File: src/hdl/pmr_pkg.sv
// Constants and types for the attachment-layer management register bank
package pmr_pkg;
   // Management device and register addresses
   localparam logic [4:0]  MMD_PMA        = 5'h01;
   localparam logic [15:0] REG_CTRL_ONE   = 16'h0000;
   localparam logic [15:0] REG_STAT_ONE   = 16'h0001;
   localparam logic [15:0] REG_DEVS_LOW   = 16'h0005;
   localparam logic [15:0] REG_DEVS_HIGH  = 16'h0006;
   localparam logic [15:0] REG_CTRL_TWO   = 16'h0007;
   // Field positions
   localparam int          CTRL_RST_BIT   = 15;
   localparam int          CTRL_PD_BIT    = 11;
   localparam int          CTRL_LB_BIT    = 0;
   localparam int          STAT_LINK_BIT  = 2;
   localparam int          STAT_PDCAP_BIT = 1;
   // Reset and constant values
   localparam logic [15:0] CTRL_ONE_RST   = 16'h0000;
   localparam logic [15:0] STAT_ONE_RST   = 16'h0002;
   localparam logic [15:0] DEVS_LOW_VAL   = 16'h008B;
   localparam logic [15:0] DEVS_HIGH_VAL  = 16'hC000;
   localparam logic [6:0]  CTRL_TWO_RST   = 7'h3D;
   // Frame layout
   localparam logic [5:0]  PREAMBLE_ONES  = 6'h20;
   localparam logic [4:0]  HDR_LAST       = 5'h0C;
   localparam logic [4:0]  TA_LAST        = 5'h01;
   localparam logic [4:0]  DATA_LAST      = 5'h0F;
   localparam logic [1:0]  OP_ADDR        = 2'h0;
   localparam logic [1:0]  OP_WRITE       = 2'h1;
   localparam logic [1:0]  OP_RDINC       = 2'h2;
   localparam logic [1:0]  OP_READ        = 2'h3;
   // Soft reset duration
   localparam int          CLK_PERIOD_NS  = 10;
   localparam int          SOFT_RST_NS    = 10000;
   localparam int          SOFT_RST_CYC   = (SOFT_RST_NS + CLK_PERIOD_NS - 1) / CLK_PERIOD_NS;
   localparam logic [9:0]  SOFT_RST_LAST  = 10'(SOFT_RST_CYC - 1);

   typedef enum logic [1:0] {
      ST_PRE  = 2'b00,
      ST_HDR  = 2'b01,
      ST_TA   = 2'b11,
      ST_DATA = 2'b10
   } pmr_state_e;
endpackage : pmr_pkg

File: src/hdl/pmr_sync.sv
// Two-stage synchroniser for pins from outside the clock domain
module pmr_sync #(
   parameter int W = 1
) (
   input  wire logic         sys_clk,
   input  wire logic [W-1:0] din,
   output logic      [W-1:0] dout
);
   logic [W-1:0] stage1;

   // No reset: the pin level is valid two edges after any edge
   always_ff @(posedge sys_clk) begin
      stage1 <= din;
      dout   <= stage1;
   end
endmodule : pmr_sync

File: src/hdl/pmr_rst_seq.sv
// Timer that holds the chip soft reset busy for a fixed duration
module pmr_rst_seq
   import pmr_pkg::*;
(
   input  wire logic sys_clk,
   input  wire logic rst_b,
   input  wire logic start,
   output logic      busy
);
   logic [9:0] cnt;
   logic [9:0] next_cnt;
   logic       next_busy;

   always_comb begin
      next_cnt  = cnt;
      next_busy = busy;
      if (start && !busy) begin
         next_busy = 1'b1;
         next_cnt  = '0;
      end else if (busy) begin
         if (cnt == SOFT_RST_LAST) begin
            next_busy = 1'b0;
         end else begin
            next_cnt = cnt + 10'h001;
         end
      end
   end

   always_ff @(posedge sys_clk) begin
      if (!rst_b) begin
         cnt  <= '0;
         busy <= 1'b0;
      end else begin
         cnt  <= next_cnt;
         busy <= next_busy;
      end
   end

   // Separate busy length count, so the check does not lean on the timer itself
   logic [10:0] busy_len;
   logic [10:0] next_busy_len;

   always_comb begin
      next_busy_len = busy ? busy_len + 11'h001 : 11'h000;
   end

   always_ff @(posedge sys_clk) begin
      if (!rst_b) begin
         busy_len <= 11'h000;
      end else begin
         busy_len <= next_busy_len;
      end
   end
endmodule : pmr_rst_seq

File: src/hdl/pmr_regs.sv
// Attachment-layer management registers behind a Clause 45 management slave
//
// Summary of operation
// - Control bit 15 write starts chip reinitialisation
// - Soft reset bit self-clears, reads 1 while busy
// - Control bit 11 enters soft power-down
// - Management access stays live during power-down
// - Power-down default comes from strap pin
// - Control one resets to zero plus strap
// - Bit 0 loops transmit data onto receive
// - Status bit 2 latches low on link loss
// - Status bit 1 always one; status resets 0x0002
// - Register 5 reads constant 0x8B
// - Register 6 reads constant 0xC000
// - Control two at 7, resets 0x3D
// - Bank answers Clause 45 device 0x01 only
module pmr_regs
   import pmr_pkg::*;
(
   input  wire logic       sys_clk,
   input  wire logic       rst_b,
   input  wire logic       mdc,
   input  wire logic       mdio_in,
   output logic            mdio_out,
   output logic            mdio_oe_b,
   input  wire logic [4:0] port_addr,
   input  wire logic       power_down_strap_pin,
   input  wire logic       link_ok,
   input  wire logic [3:0] tx_nibble,
   input  wire logic [3:0] line_rx_nibble,
   output logic      [3:0] rx_nibble,
   output logic            soft_power_down,
   output logic            local_loopback_enable,
   output logic      [6:0] attachment_type_select,
   output logic            chip_reset_active
);
   logic       mdc_s;
   logic       mdio_s;
   logic       strap_s;
   logic [4:0] port_s;
   logic       mdc_d;
   logic       rise;

   pmr_sync #(.W(8)) u_sync (
      .sys_clk (sys_clk),
      .din     ({mdc, mdio_in, power_down_strap_pin, port_addr}),
      .dout    ({mdc_s, mdio_s, strap_s, port_s})
   );

   logic rst_start;

   pmr_rst_seq u_rst_seq (
      .sys_clk (sys_clk),
      .rst_b   (rst_b),
      .start   (rst_start),
      .busy    (chip_reset_active)
   );

   pmr_state_e  state;
   pmr_state_e  next_state;
   logic [4:0]  bit_cnt;
   logic [4:0]  next_bit_cnt;
   logic [5:0]  ones_cnt;
   logic [5:0]  next_ones_cnt;
   logic [11:0] hdr_sr;
   logic [11:0] next_hdr_sr;
   logic [1:0]  op;
   logic [1:0]  next_op;
   logic        hit;
   logic        next_hit;
   logic [15:0] data_sr;
   logic [15:0] next_data_sr;
   logic [15:0] mmd_addr;
   logic [15:0] next_mmd_addr;
   logic        next_mdio_out;
   logic        next_mdio_oe_b;
   logic        next_soft_pd;
   logic        next_loopback;
   logic [6:0]  next_type_sel;
   logic        link_latch;
   logic        next_link_latch;
   logic        strap_pending;
   logic        next_strap_pending;
   logic [3:0]  next_rx_nibble;
   logic [12:0] full_hdr;
   logic [15:0] full_word;
   logic [15:0] rd_word;
   logic        hit_now;
   logic        rd_op;
   logic        stat_rd_hdr;

   assign rise      = mdc_s & ~mdc_d;
   assign full_hdr  = {hdr_sr, mdio_s};
   assign full_word = {data_sr[14:0], mdio_s};
   assign rd_op     = op[1];
   // Only our device code with Clause 45 start answers
   assign hit_now   = !full_hdr[12] && (full_hdr[9:5] == port_s) && (full_hdr[4:0] == MMD_PMA);
   // Last header bit of a status read: the link latch reloads here
   assign stat_rd_hdr = rise && state == ST_HDR && bit_cnt == HDR_LAST && hit_now && full_hdr[11]
                        && mmd_addr == REG_STAT_ONE;

   // Read-back mux; reserved and unmapped read as zero
   always_comb begin
      rd_word = '0;
      unique case (mmd_addr)
         REG_CTRL_ONE: begin
            rd_word[CTRL_RST_BIT] = chip_reset_active;
            rd_word[CTRL_PD_BIT]  = soft_power_down;
            rd_word[CTRL_LB_BIT]  = local_loopback_enable;
         end
         REG_STAT_ONE: begin
            rd_word                 = STAT_ONE_RST;
            rd_word[STAT_LINK_BIT]  = link_latch;
         end
         REG_DEVS_LOW:  rd_word = DEVS_LOW_VAL;
         REG_DEVS_HIGH: rd_word = DEVS_HIGH_VAL;
         REG_CTRL_TWO:  rd_word = {9'h000, attachment_type_select};
         default:       rd_word = '0;
      endcase
   end

   always_comb begin
      next_state         = state;
      next_bit_cnt       = bit_cnt;
      next_ones_cnt      = ones_cnt;
      next_hdr_sr        = hdr_sr;
      next_op            = op;
      next_hit           = hit;
      next_data_sr       = data_sr;
      next_mmd_addr      = mmd_addr;
      next_mdio_out      = mdio_out;
      next_mdio_oe_b     = mdio_oe_b;
      next_soft_pd       = soft_power_down;
      next_loopback      = local_loopback_enable;
      next_type_sel      = attachment_type_select;
      next_strap_pending = strap_pending;
      rst_start          = 1'b0;
      // Latches low; a loss in the read cycle still reads 0 next time
      next_link_latch    = link_latch & link_ok;
      // Power-down gates the receive path, not the management slave
      if (soft_power_down) begin
         next_rx_nibble = 4'h0;
      end else if (local_loopback_enable) begin
         next_rx_nibble = tx_nibble;
      end else begin
         next_rx_nibble = line_rx_nibble;
      end
      if (rise) begin
         unique case (state)
            ST_PRE: begin
               if (mdio_s) begin
                  if (ones_cnt != PREAMBLE_ONES) begin
                     next_ones_cnt = ones_cnt + 6'h01;
                  end
               end else if (ones_cnt == PREAMBLE_ONES) begin
                  next_state    = ST_HDR;
                  next_bit_cnt  = '0;
                  next_ones_cnt = '0;
               end else begin
                  next_ones_cnt = '0;
               end
            end
            ST_HDR: begin
               next_hdr_sr  = full_hdr[11:0];
               next_bit_cnt = bit_cnt + 5'h01;
               if (bit_cnt == HDR_LAST) begin
                  next_bit_cnt = '0;
                  next_op      = full_hdr[11:10];
                  next_hit     = hit_now;
                  next_data_sr = rd_word;
                  next_state   = full_hdr[12] ? ST_PRE : ST_TA;
                  if (hit_now && full_hdr[11] && mmd_addr == REG_STAT_ONE) begin
                     next_link_latch = link_ok;
                  end
               end
            end
            ST_TA: begin
               next_bit_cnt = bit_cnt + 5'h01;
               if (hit && rd_op) begin
                  next_mdio_oe_b = 1'b0;
                  next_mdio_out  = 1'b0;
               end
               if (bit_cnt == TA_LAST) begin
                  next_state   = ST_DATA;
                  next_bit_cnt = '0;
                  if (hit && rd_op) begin
                     next_mdio_out = data_sr[15];
                     next_data_sr  = {data_sr[14:0], 1'b0};
                  end
               end
            end
            ST_DATA: begin
               next_bit_cnt = bit_cnt + 5'h01;
               if (hit && rd_op) begin
                  next_mdio_out = data_sr[15];
                  next_data_sr  = {data_sr[14:0], 1'b0};
               end else begin
                  next_data_sr = full_word;
               end
               if (bit_cnt == DATA_LAST) begin
                  next_state     = ST_PRE;
                  next_bit_cnt   = '0;
                  next_mdio_oe_b = 1'b1;
                  next_mdio_out  = 1'b1;
                  if (hit) begin
                     unique case (op)
                        OP_ADDR:  next_mmd_addr = full_word;
                        OP_RDINC: next_mmd_addr = mmd_addr + 16'h0001;
                        OP_READ:  next_mmd_addr = mmd_addr;
                        OP_WRITE: begin
                           if (mmd_addr == REG_CTRL_ONE) begin
                              rst_start     = full_word[CTRL_RST_BIT];
                              next_soft_pd  = full_word[CTRL_PD_BIT];
                              next_loopback = full_word[CTRL_LB_BIT];
                           end
                           if (mmd_addr == REG_CTRL_TWO) begin
                              next_type_sel = full_word[6:0];
                           end
                        end
                     endcase
                  end
               end
            end
         endcase
      end
      // Soft reset returns control state to defaults and re-reads the strap
      if (chip_reset_active) begin
         next_loopback      = 1'b0;
         next_type_sel      = CTRL_TWO_RST;
         next_strap_pending = 1'b1;
      end else if (strap_pending) begin
         next_soft_pd       = strap_s;
         next_strap_pending = 1'b0;
      end
   end

   always_ff @(posedge sys_clk) begin
      if (!rst_b) begin
         state                  <= ST_PRE;
         bit_cnt                <= '0;
         ones_cnt               <= '0;
         hdr_sr                 <= '0;
         op                     <= OP_ADDR;
         hit                    <= 1'b0;
         data_sr                <= '0;
         mmd_addr               <= REG_CTRL_ONE;
         mdio_out               <= 1'b1;
         mdio_oe_b              <= 1'b1;
         soft_power_down        <= CTRL_ONE_RST[CTRL_PD_BIT];
         local_loopback_enable  <= CTRL_ONE_RST[CTRL_LB_BIT];
         attachment_type_select <= CTRL_TWO_RST;
         link_latch             <= STAT_ONE_RST[STAT_LINK_BIT];
         strap_pending          <= 1'b1;
         rx_nibble              <= 4'h0;
         mdc_d                  <= 1'b0;
      end else begin
         state                  <= next_state;
         bit_cnt                <= next_bit_cnt;
         ones_cnt               <= next_ones_cnt;
         hdr_sr                 <= next_hdr_sr;
         op                     <= next_op;
         hit                    <= next_hit;
         data_sr                <= next_data_sr;
         mmd_addr               <= next_mmd_addr;
         mdio_out               <= next_mdio_out;
         mdio_oe_b              <= next_mdio_oe_b;
         soft_power_down        <= next_soft_pd;
         local_loopback_enable  <= next_loopback;
         attachment_type_select <= next_type_sel;
         link_latch             <= next_link_latch;
         strap_pending          <= next_strap_pending;
         rx_nibble              <= next_rx_nibble;
         mdc_d                  <= mdc_s;
      end
   end
endmodule : pmr_regs

File: config.mk
export PLATFORM = sky130hd
export DESIGN_NAME = pmr_regs
export DESIGN_NICKNAME = d
export VERILOG_FILES = /design/src/hdl/pmr_pkg.sv /design/src/hdl/pmr_sync.sv /design/src/hdl/pmr_rst_seq.sv /design/src/hdl/pmr_regs.sv
export SDC_FILE = /design/constraint.sdc
export NUM_CORES = 1
export LEC_CHECK = 0
export ABC_AREA = 1
export BUFFER_PORTS_ARGS = -buffer_cell sky130_fd_sc_hd__buf_2
export CELL_PAD_IN_SITES_DETAIL_PLACEMENT = 0
export CELL_PAD_IN_SITES_GLOBAL_PLACEMENT = 1
export CORE_MARGIN = 2
export CORE_UTILIZATION = 39
export DETAILED_ROUTE_END_ITERATION = 16
export HOLD_SLACK_MARGIN = 0.02
export PLACE_DENSITY = 0.83
export SYNTH_ARGS = -nofsm -noshare
export SYNTH_HDL_FRONTEND = slang
export SYNTH_SLANG_ARGS = --single-unit
File: constraint.sdc
create_clock -name sys_clk -period 1.7 [get_ports sys_clk]
set_input_delay 0.255 -clock sys_clk [delete_from_list [all_inputs] [get_ports sys_clk]]
set_output_delay 0.255 -clock sys_clk [all_outputs]
set_load 0.01 [all_outputs]
# Yosys cells after proc, flatten, opt, wreduce, memory -nomap -nowiden
# Index checks and enable logic that the tools add are counted.
# word_totals
regBits	105
inputBits	19
out_inout_bits	16
wordCells	142
# op_classes
n_addsub	4
eq_ne	25
n_mux	58
bitwise	5
n_reduce_logical	29
# op_table
op	count
16-bit by 3-bit equality test with 1-bit output (second input constant)	3
16-bit 2-to-1 mux	3
16-bit case mux with 3 select lines	1
16-bit case mux with 2 select lines	1
1-bit 2-to-1 mux	31
5-bit 2-to-1 mux	5
7-bit case mux with 3 select lines	1
5-bit case mux with 4 select lines	1
6-bit AND reduction	3
16-bit by 1-bit adder with 16-bit output (second input constant)	1
16-bit by 1-bit equality test with 1-bit output (second input constant)	1
16-bit logical NOT	1
2-bit 2-to-1 mux	6
6-bit 2-to-1 mux	2
2-bit != test (second input constant)	6
3-bit AND reduction	4
10-bit by 1-bit adder with 10-bit output (second input constant)	1
10-bit equality test (second input constant)	1
5-bit by 1-bit equality test with 1-bit output (second input constant)	2
5-bit by 4-bit equality test with 1-bit output (second input constant)	2
5-bit AND reduction	2
2-bit case mux with 4 select lines	1
6-bit by 1-bit adder with 6-bit output (second input constant)	1
2-bit equality test (second input constant)	3
other kinds (21)	38

# Logic depth before layout (Yosys ltp)
# Gate-level depths: netlist of run 1.
# logic_depth
word_depth	9
mapped_depth	13
mapped_depth_nobuf	13

# By module
# A second synthesis of run 1 with hierarchy kept.
# unflattened
cells_unflattened	745
area_unflattened_um2	5195.0
# modules_own_cells
module	instances	cells_per_inst	area_each_um2	seq_area_each_um2
pmr_regs	1	634	4249.1	1561.5
pmr_rst_seq	1	95	625.6	220.2
pmr_sync	1	16	320.3	320.3

# Worst setup path after synthesis of run 1
# Ideal clock, no wire load.
# synth_path
kind	register -> register
from	register bit_cnt[0]
to	register u_rst_seq.cnt[7]
setup_ns	0.122
arrival_time_ns	1.659
required_time_ns	1.578
slack_ns	-0.080
stages_incl_launch_ff	12
n_path_buf	0
period_less_slack_ns	1.780
path_cell_list	dfxtp_1 ha_1 nand2_1 inv_1 ha_1 nand2_1 inv_1 nand4_4 nor2_2 nand3_2 nand2_4 a21oi_1
# synth_between
elab_chain_cells	6
# synth_lines
element	line_no	source
start, declared	pmr_regs.sv:61	logic [4:0] bit_cnt;
start signal, assigned	pmr_regs.sv:258	bit_cnt <= next_bit_cnt;
5-bit by 4-bit equality test with 1-bit output	pmr_regs.sv:200	if (bit_cnt == DATA_LAST) begin
1-bit 2-to-1 mux	pmr_regs.sv:200	
1-bit 2-to-1 mux	pmr_regs.sv:149	unique case (state)
1-bit 2-to-1 mux	pmr_regs.sv:148	if (rise) begin
1-bit logical AND	pmr_rst_seq.sv:17	if (start && !busy) begin
2-bit OR reduction (no source line)	--	
end signal, assigned	pmr_rst_seq.sv:34	cnt <= next_cnt;
end, declared	pmr_rst_seq.sv:10	logic [9:0] cnt;
# Every way passes these cells.
# A chain may end at the register's enable or synchronous reset.

# Worst setup path after layout of run 1
# layout_path
from	register bit_cnt[0]
to	register u_rst_seq.cnt[8]
# The elaborated chain is that of the path after synthesis.

==> results by group, run 1 <==
Timing
  – Highest clock rate: 603 MHz
  – Fin crit share: 97.6%
  – Final WS setup: 0.0413 ns
  – Hold Vio Cnt, Final: 0
  – Final min period: 1.66 ns
  – Fin. max-slew vios: 0
  – RSZ-0062 raised after global routing: yes
  – Setup Viol. Count Final: 0
  – Slew HR: 72.2%
  – Worst Clk Skew: 0.0100 ns
  – Least-Margin Pin Slew: 0.416 ns
  – Final setup TNS: 0 ns

Layout
  – Commonest cells after routing, fill and taps aside: nand2_1, dfxtp_1, nor2_1
  – Fraction of layout instances using a drive strength above 1: 21.5%
  – Most common cell after layout, fill and taps aside: nand2_1
  – Inserted Diodes: 0
  – Final Core Density: 49.3%
  – Nets: 860
  – Area Overhead vs Synth: 24.9%

Critical path
  – R2r worst-path depth: 11
  – Crit. End Element: flip-flop
  – Reg-to-Reg End: u_rst_seq.cnt[8]
  – Crit path arrival time: 1.90 ns
  – CP required: 1.95 ns
  – CP Class: reg2reg
  – Crit path launch type: flip-flop
  – Critical path fanouts, max: 5
  – Reg2Reg Setup Slack: 0.04 ns
  – Worst R2R Start: bit_cnt[0]

Synthesis
  – Yosys reg bits: 105
  – Main synth FF type: dfxtp_1
  – FFs w/ async S/R, synth: 0%
  – Net Count, Synth: 778
  – Synth Instances: 747
  – Mapped Area: 0.00516 mm^2
  – Count of cell types in the netlist: 38
  – Syn avg cell area: 6.91 um^2
  – Seq/Total Area, Yosys: 40.7%
  – Syn. warnings: 0
  – Number of enable flip-flop cells after synthesis: 0

Clocking
  – Clock transition at path regs: 0.07 ns
  – Clk sinks: 105
  – CTS tree: yes
  – CTS buffer count: 9
  – Clk buf depth: 2
  – Clock Latency Late Sink: 0.36 ns
  – Number of H-tree levels: 3
  – Root Buffer: clkbuf_16

Power
  – Pwr per Cell Area: 755 mW/mm^2
  – Leakage: 2.65 nW
  – Worst vdd ir: 513 uV
  – Total power: 4.87 mW

Global routing
  – Vias in the first global route: 4,630
  – Antenna violations before repair: 0
  – GRT overflow: 0
  – Total GRT Usage: 19.1%
  – Global-route wire length before repair: 21,800 um
  – Largest net degree at the start of global routing: 30

Min path
  – WHS Endpoint: rx_nibble[1]
  – Min-delay src: line_rx_nibble[1]
  – Hold path depth: 3
  – Min-Delay Path Class: in2reg

Floorplan
  – Die width: 119 um
  – Chip Height: 119 um
  – Die area: 0.0142 mm^2
  – Io pins: 35
  – Starting density of the core: 39.5%
  – Core area: 0.0131 mm^2
  – # rows: 42

Detailed routing
  – WL/cell: 13.2 um
  – First-pass iteration count of the detailed router: 5
  – Final WL: 13,300 um
  – Antenna Nets Post-Route: 0
  – DR iter-0 viols: 347
  – Vias per Instance: 4.98
  – DRC violations left: 0
  – Vias: 5,025

Place
  – Worst slack, placed: -0.0360 ns
  – DP HPWL: 9500 um
  – GPL Wtd Cong: 0.907
  – IO Port Bufs: 34

Status
  – Outcome: completed

Flow run
  – Max cap viols: 0
[how the worst max path moves through the flow]
stage,endpoint,startpoint,slack [ns]
global placement,state[0],bit_cnt[1],0.02
CTS,data_sr[0],bit_cnt[1],-0.005
floorplan,u_rst_seq.cnt[7],bit_cnt[0],0.01
global route,u_rst_seq.cnt[8],bit_cnt[0],-0.04
finish,u_rst_seq.cnt[8],bit_cnt[0],0.04
detailed placement,attachment_type_select[3],bit_cnt[0],-0.04
[report_power, final]
part / internal [mW] / switching, mW
clock network: 1.25 / 0.960
registers: 2.49 / 0.0148
logic: 0.0677 / 0.0965
[worst max-delay path: stages, from the launching register on]
cell and delay, ns:
dfxtp_2 0.35, ha_4 0.15, nand2_4 0.05, inv_4 0.05
ha_4 0.13, nand2_4 0.05, inv_4 0.08, nand4_4 0.16
nor2_4 0.19, nand3_4 0.13, nand2_4 0.14, a21oi_2 0.05
[final cells by class]
| class | count | area, um^2 |
|---|---|---|
| Sequential cell | 105 | 2110 |
| Inverter | 82 | 320 |
| Clock buffer | 11 | 253 |
| Multi-Input combinational cell | 539 | 2830 |
| Timing Repair Buffer | 92 | 649 |
| Tap cell | 176 | 220 |
| Fill cell | 1296 | 6630 |
| Clock inverter | 5 | 67.6 |
[flip-flops by register name, summed over array words and instances (netlist names), named ones only]
register	flops
attachment_type_select	7
op	2
rx_nibble	4
state	2
ones_cnt	6
local_loopback_enable	1
mmd_addr	16
mdc_d	1
u_sync.dout	8
u_rst_seq.cnt	10
hit	1
u_rst_seq.busy	1
mdio_oe_b	1
u_sync.stage1	8
strap_pending	1
link_latch	1
bit_cnt	5
data_sr	16
hdr_sr	12
soft_power_down	1
[metrics by stage]
| step | cells | area, um^2 | hold slack, ns |
|---|---|---|---|
| final | 1010 | 6450 | 0.116 |
| after global routing | 1010 | 6450 | 0.123 |
| after CTS | 1006 | 6250 | 0.110 |
| after detailed placement | 975 | 5750 | 0.312 |
| after global placement | 975 | 5750 | 0.311 |
| after floorplan | 747 | 5170 | 0.283 |
[synth_stat cells (5+ instances only)]
| cell | count | area, um^2 |
|---|---|---|
| inv_2 | 7 | 26.3 |
| buf_2 | 8 | 40.0 |
| a21oi_1 | 74 | 370 |
| o21ai_0 | 48 | 240 |
| o22ai_1 | 5 | 31.3 |
| inv_1 | 74 | 278 |
| clkbuf_1 | 8 | 30.0 |
| nor2_1 | 91 | 342 |
| nor3_1 | 10 | 50.1 |
| o21ai_1 | 5 | 25.0 |
| ha_1 | 12 | 150 |
| nand2_1 | 177 | 664 |
| nand4_1 | 11 | 68.8 |
| nand3_1 | 61 | 305 |
| nor2_2 | 6 | 37.5 |
| dfxtp_1 | 105 | 2100 |
| xor2_1 | 5 | 43.8 |
[per-layer routing]
metal / GRT usage [%] / wire [um]
met2: 31.1 / 6340
met1: 24.6 / 6090
met5: 0 / 0
met3: 3.07 / 582
met4: 8.93 / 323
[timing repair]
action	CTS	global route
setup endpoints to repair	23	58
hold buffers	8	0
gates cloned	1	1
gates resized for setup	12	55
buffers inserted	6	3
hold endpoints to repair	8	0
pin swaps	3	11
[logic make-up after synthesis]
group                    synth area share, %
AND/OR/NAND/NOR                         32.4
AO/OA/AOI/OAI                           14.3
flip-flops                              40.7
adder cells (fa/ha/maj)                 2.91
buffers and inverters                   8.45
XOR/XNOR                                1.19
(Power assumes the default switching activity.)
==> run 2, diff against run 1 <==
--- a/config.mk
+++ b/config.mk
@@ -9,9 +9,11 @@
 export BUFFER_PORTS_ARGS = -buffer_cell sky130_fd_sc_hd__buf_2
 export CELL_PAD_IN_SITES_DETAIL_PLACEMENT = 0
 export CELL_PAD_IN_SITES_GLOBAL_PLACEMENT = 1
+export CORE_ASPECT_RATIO = 0.8
 export CORE_MARGIN = 2
 export CORE_UTILIZATION = 39
 export DETAILED_ROUTE_END_ITERATION = 16
+export GPL_ROUTABILITY_DRIVEN = 0
 export HOLD_SLACK_MARGIN = 0.02
 export PLACE_DENSITY = 0.83
 export SYNTH_ARGS = -nofsm -noshare
==> run 2 against run 1 <==
- first-iteration DRC count up 44%
- die area about the same
- global-route usage up 0.18 points
- register-to-register slack about the same
- worst setup slack better by 0.0071 ns
- clock power about the same
- highest routed layer unchanged
==> results by group, run 2 (synthesized netlist as in run 1, its figures left out) <==
Layout
  – Top Registers: data_sr (16), mmd_addr (16), hdr_sr (12)
  – Area Overhead vs Synth: 23.9%
  – Nets: 860
  – Finished layout cell area: 0.00640 mm^2
  – Final Core Density: 49.5%
  – Most common cell after layout, fill and taps aside: nand2_1
  – Non-Filler Instances: 1,009
  – Fraction of layout instances using a drive strength above 1: 19.9%
  – Inserted Diodes: 0
  – Commonest cells after routing, fill and taps aside: nand2_1, dfxtp_1, nor2_1

Global routing
  – Vias in the first global route: 4,621
  – Global-route wire length before repair: 22,000 um
  – GRT overflow: 0
  – Total GRT Usage: 19.2%
  – Largest net degree at the start of global routing: 30
  – Antenna violations before repair: 0

Critical path
  – CP Class: reg2reg
  – Max incr delay on CP: 0.36 ns
  – Critical path fanouts, max: 5
  – Crit path launch type: flip-flop
  – CP required: 1.94 ns
  – Slowest-stage cell, CP: dfxtp_2
  – Crit path arrival time: 1.89 ns
  – Critical Path, Cell by Cell: ha_4, nand2_2, inv_2, ha_4, nand2_4, inv_4, nand4_4, nor2_4, nand3_4, nand2_4, a21oi_2
  – Crit. End Element: flip-flop

Timing
  – Least-Margin Pin Slew: 0.368 ns
  – Final min period: 1.65 ns
  – Setup Viol. Count Final: 0
  – Fin crit share: 97.2%
  – Fin. max-slew vios: 0
  – Hold Vio Cnt, Final: 0
  – RSZ-0062 raised after global routing: yes
  – Hold slack: 0.123 ns
  – Slew HR: 75.4%
  – Final setup TNS: 0 ns
  – Worst Clk Skew: 0.00961 ns
  – Highest clock rate: 605 MHz

Clocking
  – Number of H-tree levels: 3
  – CTS buffer count: 9
  – CTS tree: yes
  – Clock Latency Late Sink: 0.35 ns
  – Root Buffer: clkbuf_16
  – Clock transition at path regs: 0.07 ns
  – Clk sinks: 105
  – Clk buf depth: 2

Detailed routing
  – DRC violations left: 0
  – Final WL: 13,100 um
  – DR iter-0 viols: 501
  – WL/cell: 13.0 um
  – Vias: 5,026
  – Antenna Nets Post-Route: 0
  – Vias per Instance: 4.98
  – First-pass iteration count of the detailed router: 5

Flow run
  – Max cap viols: 0

Power
  – Worst vdd ir: 563 uV
  – Internal Dissipation: 3.86 mW
  – Switching part of the total power: 21.4%
  – Total net switching power: 1.05 mW
  – Leakage: 2.60 nW
  – Part of the power in registers: 51.0%
  – Pwr per Cell Area: 768 mW/mm^2
  – Comb power frac: 3.5%
  – Clock share of power: 45.5%

Floorplan
  – Die area: 0.0142 mm^2
  – # rows: 37
  – Starting density of the core: 40.0%
  – Chip Height: 107 um
  – Die width: 133 um
  – Io pins: 35
  – Core area: 0.0129 mm^2

Status
  – Outcome: completed

Place
  – DP HPWL: 9420 um
  – Cell Area, Placed: 0.00574 mm^2
  – IO Port Bufs: 34
  – Placed instance count: 974

Min path
  – Min-Delay Path Class: in2reg
run 2: area by class of cell:
class                   instances  area (um^2)
clock buffers                  12          236
clock inverters                 4         76.3
fillers                      1270         6520
inverters                      82          320
multi-input cells             539         2780
flip-flops and latches        105         2110
well taps                     175          219
repair buffers                 92          658
run 2: path summary, 6_finish.rpt:
kind                                        from               end  slack (ns)  cells after the start
worst max register to register        bit_cnt[1]  u_rst_seq.cnt[2]        0.05                     11
worst min register to register  u_sync.stage1[2]    u_sync.dout[2]        0.33                      0
worst min-delay path                tx_nibble[3]      rx_nibble[3]        0.12                      3
worst max-delay path                  bit_cnt[1]  u_rst_seq.cnt[2]        0.05                     11
run 2: through the flow:
| stage | power, mW | setup slack (ns) |
|---|---|---|
| after global routing | 5.09 | -0.0500 |
| after CTS | 4.94 | 0.00203 |
| after detailed placement | 2.70 | -0.0650 |
| final | 4.91 | 0.0484 |
| after global placement | 2.70 | 0.00450 |
| after floorplan | 2.64 | 0.0130 |
run 2: critical path: cells and delay by family, from the launching register on:
kind	cells	cell delay (ns)
adders and majority gates	2	0.28
DFF	1	0.36
buffers and inverters	2	0.14
and+or+nand+nor	6	0.72
AOI/OAI and AO/OA	1	0.04
run 2: routing by layer:
metal  track usage [%]  vias up  wire (um)  share of wire [%]
li1                  -     2601          -                  -
met5                 0        -          0                  0
met3              4.63       14        597                4.6
met2              29.1      116       5730                 44
met1              27.1     2295       6600                 50
met4              5.76        0        157                1.2
run 2: power groups by stage:
stage	clock, mW	sequential [mW]	combinational [mW]
after global routing	2.39	2.51	0.189
after floorplan	0	2.56	0.0788
after detailed placement	0	2.56	0.141
after CTS	2.27	2.50	0.160
final	2.24	2.50	0.172
after global placement	0	2.56	0.140
run 2: timing repair:
item                                   in CTS  in global routing
gates resized for setup                    12                 40
setup buffers                               4                  5
endpoints found under the hold margin       8                  0
cloned                                      2                  0
hold buffers                                8                  0
setup endpoints to repair                  31                 60
pin swaps                                   8                 10
==> run 3, diff against run 2 <==
--- a/config.mk
+++ b/config.mk
@@ -12,8 +12,9 @@
 export CORE_ASPECT_RATIO = 0.8
 export CORE_MARGIN = 2
 export CORE_UTILIZATION = 39
+export CTS_BUF_LIST = sky130_fd_sc_hd__clkbuf_16
 export DETAILED_ROUTE_END_ITERATION = 16
-export GPL_ROUTABILITY_DRIVEN = 0
+export GPL_ROUTABILITY_DRIVEN = 1
 export HOLD_SLACK_MARGIN = 0.02
 export PLACE_DENSITY = 0.83
 export SYNTH_ARGS = -nofsm -noshare
==> run 3 against run 2 <==
- die area is the same
- critical endpoint unchanged
- final cell count is the same
- register-to-register slack is essentially flat
- non-clock buffer count is the same
- routed wire length is essentially flat
- global-route usage is the same
- clock skew is essentially flat
- sequential share of layout area is the same
==> results by group, run 3 (synthesized netlist as in run 1, its figures left out) <==
Status
  – Outcome: completed

Global routing
  – Total GRT Usage: 19.2%
  – Antenna violations before repair: 0
  – Largest net degree at the start of global routing: 30
  – Global-route wire length before repair: 22,000 um
  – GRT overflow: 0
  – Vias in the first global route: 4,621

Critical path
  – Slowest-stage cell, CP: dfxtp_2
  – Crit. End Element: flip-flop
  – CP Class: reg2reg
  – Critical path fanouts, max: 5
  – CP bufs+invs: 2
  – Crit path launch type: flip-flop
  – Crit-path leading delay family: simple AND/OR/NAND/NOR gates
  – CP required: 1.94 ns
  – Crit path arrival time: 1.89 ns
  – Max incr delay on CP: 0.36 ns
  – Critical Path, Cell by Cell: ha_4, nand2_2, inv_2, ha_4, nand2_4, inv_4, nand4_4, nor2_4, nand3_4, nand2_4, a21oi_2

Place
  – IO Port Bufs: 34
  – Placed instance count: 974
  – DP HPWL: 9420 um
  – GPL Wtd Cong: 0.858

Layout
  – Commonest cells after routing, fill and taps aside: nand2_1, dfxtp_1, nor2_1
  – Fillcell total: 1,270
  – Nets: 860
  – Fraction of layout instances using a drive strength above 1: 19.9%
  – Non-Filler Instances: 1,009
  – Final Core Density: 49.5%
  – Inserted Diodes: 0
  – Top Registers: data_sr (16), mmd_addr (16), hdr_sr (12)
  – Most common cell after layout, fill and taps aside: nand2_1
  – Area Overhead vs Synth: 23.9%

Detailed routing
  – Vias: 5,031
  – First-pass iteration count of the detailed router: 5
  – Vias per Instance: 4.99
  – Antenna Nets Post-Route: 0
  – Final WL: 13,100 um
  – DR iter-0 viols: 501
  – DRC violations left: 0
  – WL/cell: 13.0 um

Timing
  – Slew HR: 75.5%
  – Worst Clk Skew: 0.0100 ns
  – Highest clock rate: 604 MHz
  – Fin crit share: 97.3%
  – Hold slack: 0.124 ns
  – Final min period: 1.65 ns
  – Least-Margin Pin Slew: 0.366 ns
  – Fin. max-slew vios: 0
  – Final setup TNS: 0 ns
  – Hold Vio Cnt, Final: 0
  – Setup Viol. Count Final: 0
  – RSZ-0062 raised after global routing: yes

Floorplan
  – Die width: 133 um
  – Starting density of the core: 40.0%
  – Die area: 0.0142 mm^2
  – Core area: 0.0129 mm^2
  – Io pins: 35
  – # rows: 37
  – Chip Height: 107 um

Clocking
  – Clk buf depth: 2
  – Clock transition at path regs: 0.07 ns
  – Root Buffer: clkbuf_16
  – Clock Latency Late Sink: 0.35 ns
  – CTS buffer count: 9
  – Number of H-tree levels: 3
  – Clk sinks: 105
  – CTS tree: yes

Min path
  – Min-Delay Path Class: in2reg

Flow run
  – Max cap viols: 0

Power
  – Worst vdd ir: 560 uV
  – Leakage: 2.61 nW
  – Pwr per Cell Area: 765 mW/mm^2
  – Total power: 4.89 mW
[run 3: cell types whose count changed in the layout (fill, tap and decap cells not counted)]
cell | before | now
clkbuf_1 | 3 | 0
inv_1 | 70 | 73
[run 3: routing by layer]
layer	up-vias	wire length, um	part of all wire [%]	track usage (%)
met3	14	612	4.7	4.63
met2	114	5730	44	29.1
met1	2301	6580	50	27.1
li1	2602	-	-	-
met4	0	157	1.2	5.76
met5	-	0	0	0
[run 3: tightest hold or removal path, cell delays in order]
cell and delay [ns]:
buf_2 0.08, nor2_1 0.04, nor2_1 0.08
[run 3: per-stage QoR]
step | instance area (um^2) | setup WS [ns]
3_3_place_gp | 5740 | 0.00450
6_report | 6400 | 0.0456
2_1_floorplan | 5170 | 0.0130
5_1_grt | 6400 | -0.0502
4_1_cts | 6240 | 0.00146
3_5_place_dp | 5740 | -0.0650
[run 3: area by class of cell]
| cell class | count | area [um^2] | area share [%] |
|---|---|---|---|
| Inverter | 82 | 320 | 5.00 |
| Clock buffer | 9 | 225 | 3.52 |
| Tap cell | 175 | 219 | 3.42 |
| Clock inverter | 7 | 87.6 | 1.37 |
| Timing Repair Buffer | 92 | 658 | 10.3 |
| Sequential cell | 105 | 2110 | 32.9 |
| Multi-Input combinational cell | 539 | 2780 | 43.5 |
[run 3: timing repair]
action / 4_1_cts / 5_1_grt
endpoints found under the hold margin: 8 / 0
setup endpoints to repair: 31 / 60
gates resized for setup: 12 / 40
pin swaps: 8 / 10
setup buffers: 4 / 5
gates cloned: 2 / 0
hold buffers: 8 / 0
[run 3: path summary, 6_finish.rpt]
| check | endpoint | slack, ns | cells past startpoint | startpoint |
|---|---|---|---|---|
| min | rx_nibble[3] | 0.12 | 3 | tx_nibble[3] |
| max reg2reg | u_rst_seq.cnt[2] | 0.05 | 11 | bit_cnt[1] |
| min reg2reg | u_sync.dout[2] | 0.33 | 0 | u_sync.stage1[2] |
| max | u_rst_seq.cnt[2] | 0.05 | 11 | bit_cnt[1] |
[run 3: where the power goes]
group / switching (mW) / internal (mW) / total [mW]
Sequential: 0.0142 / 2.49 / 2.50
Combinational: 0.0996 / 0.0721 / 0.172
Clock: 0.937 / 1.28 / 2.22
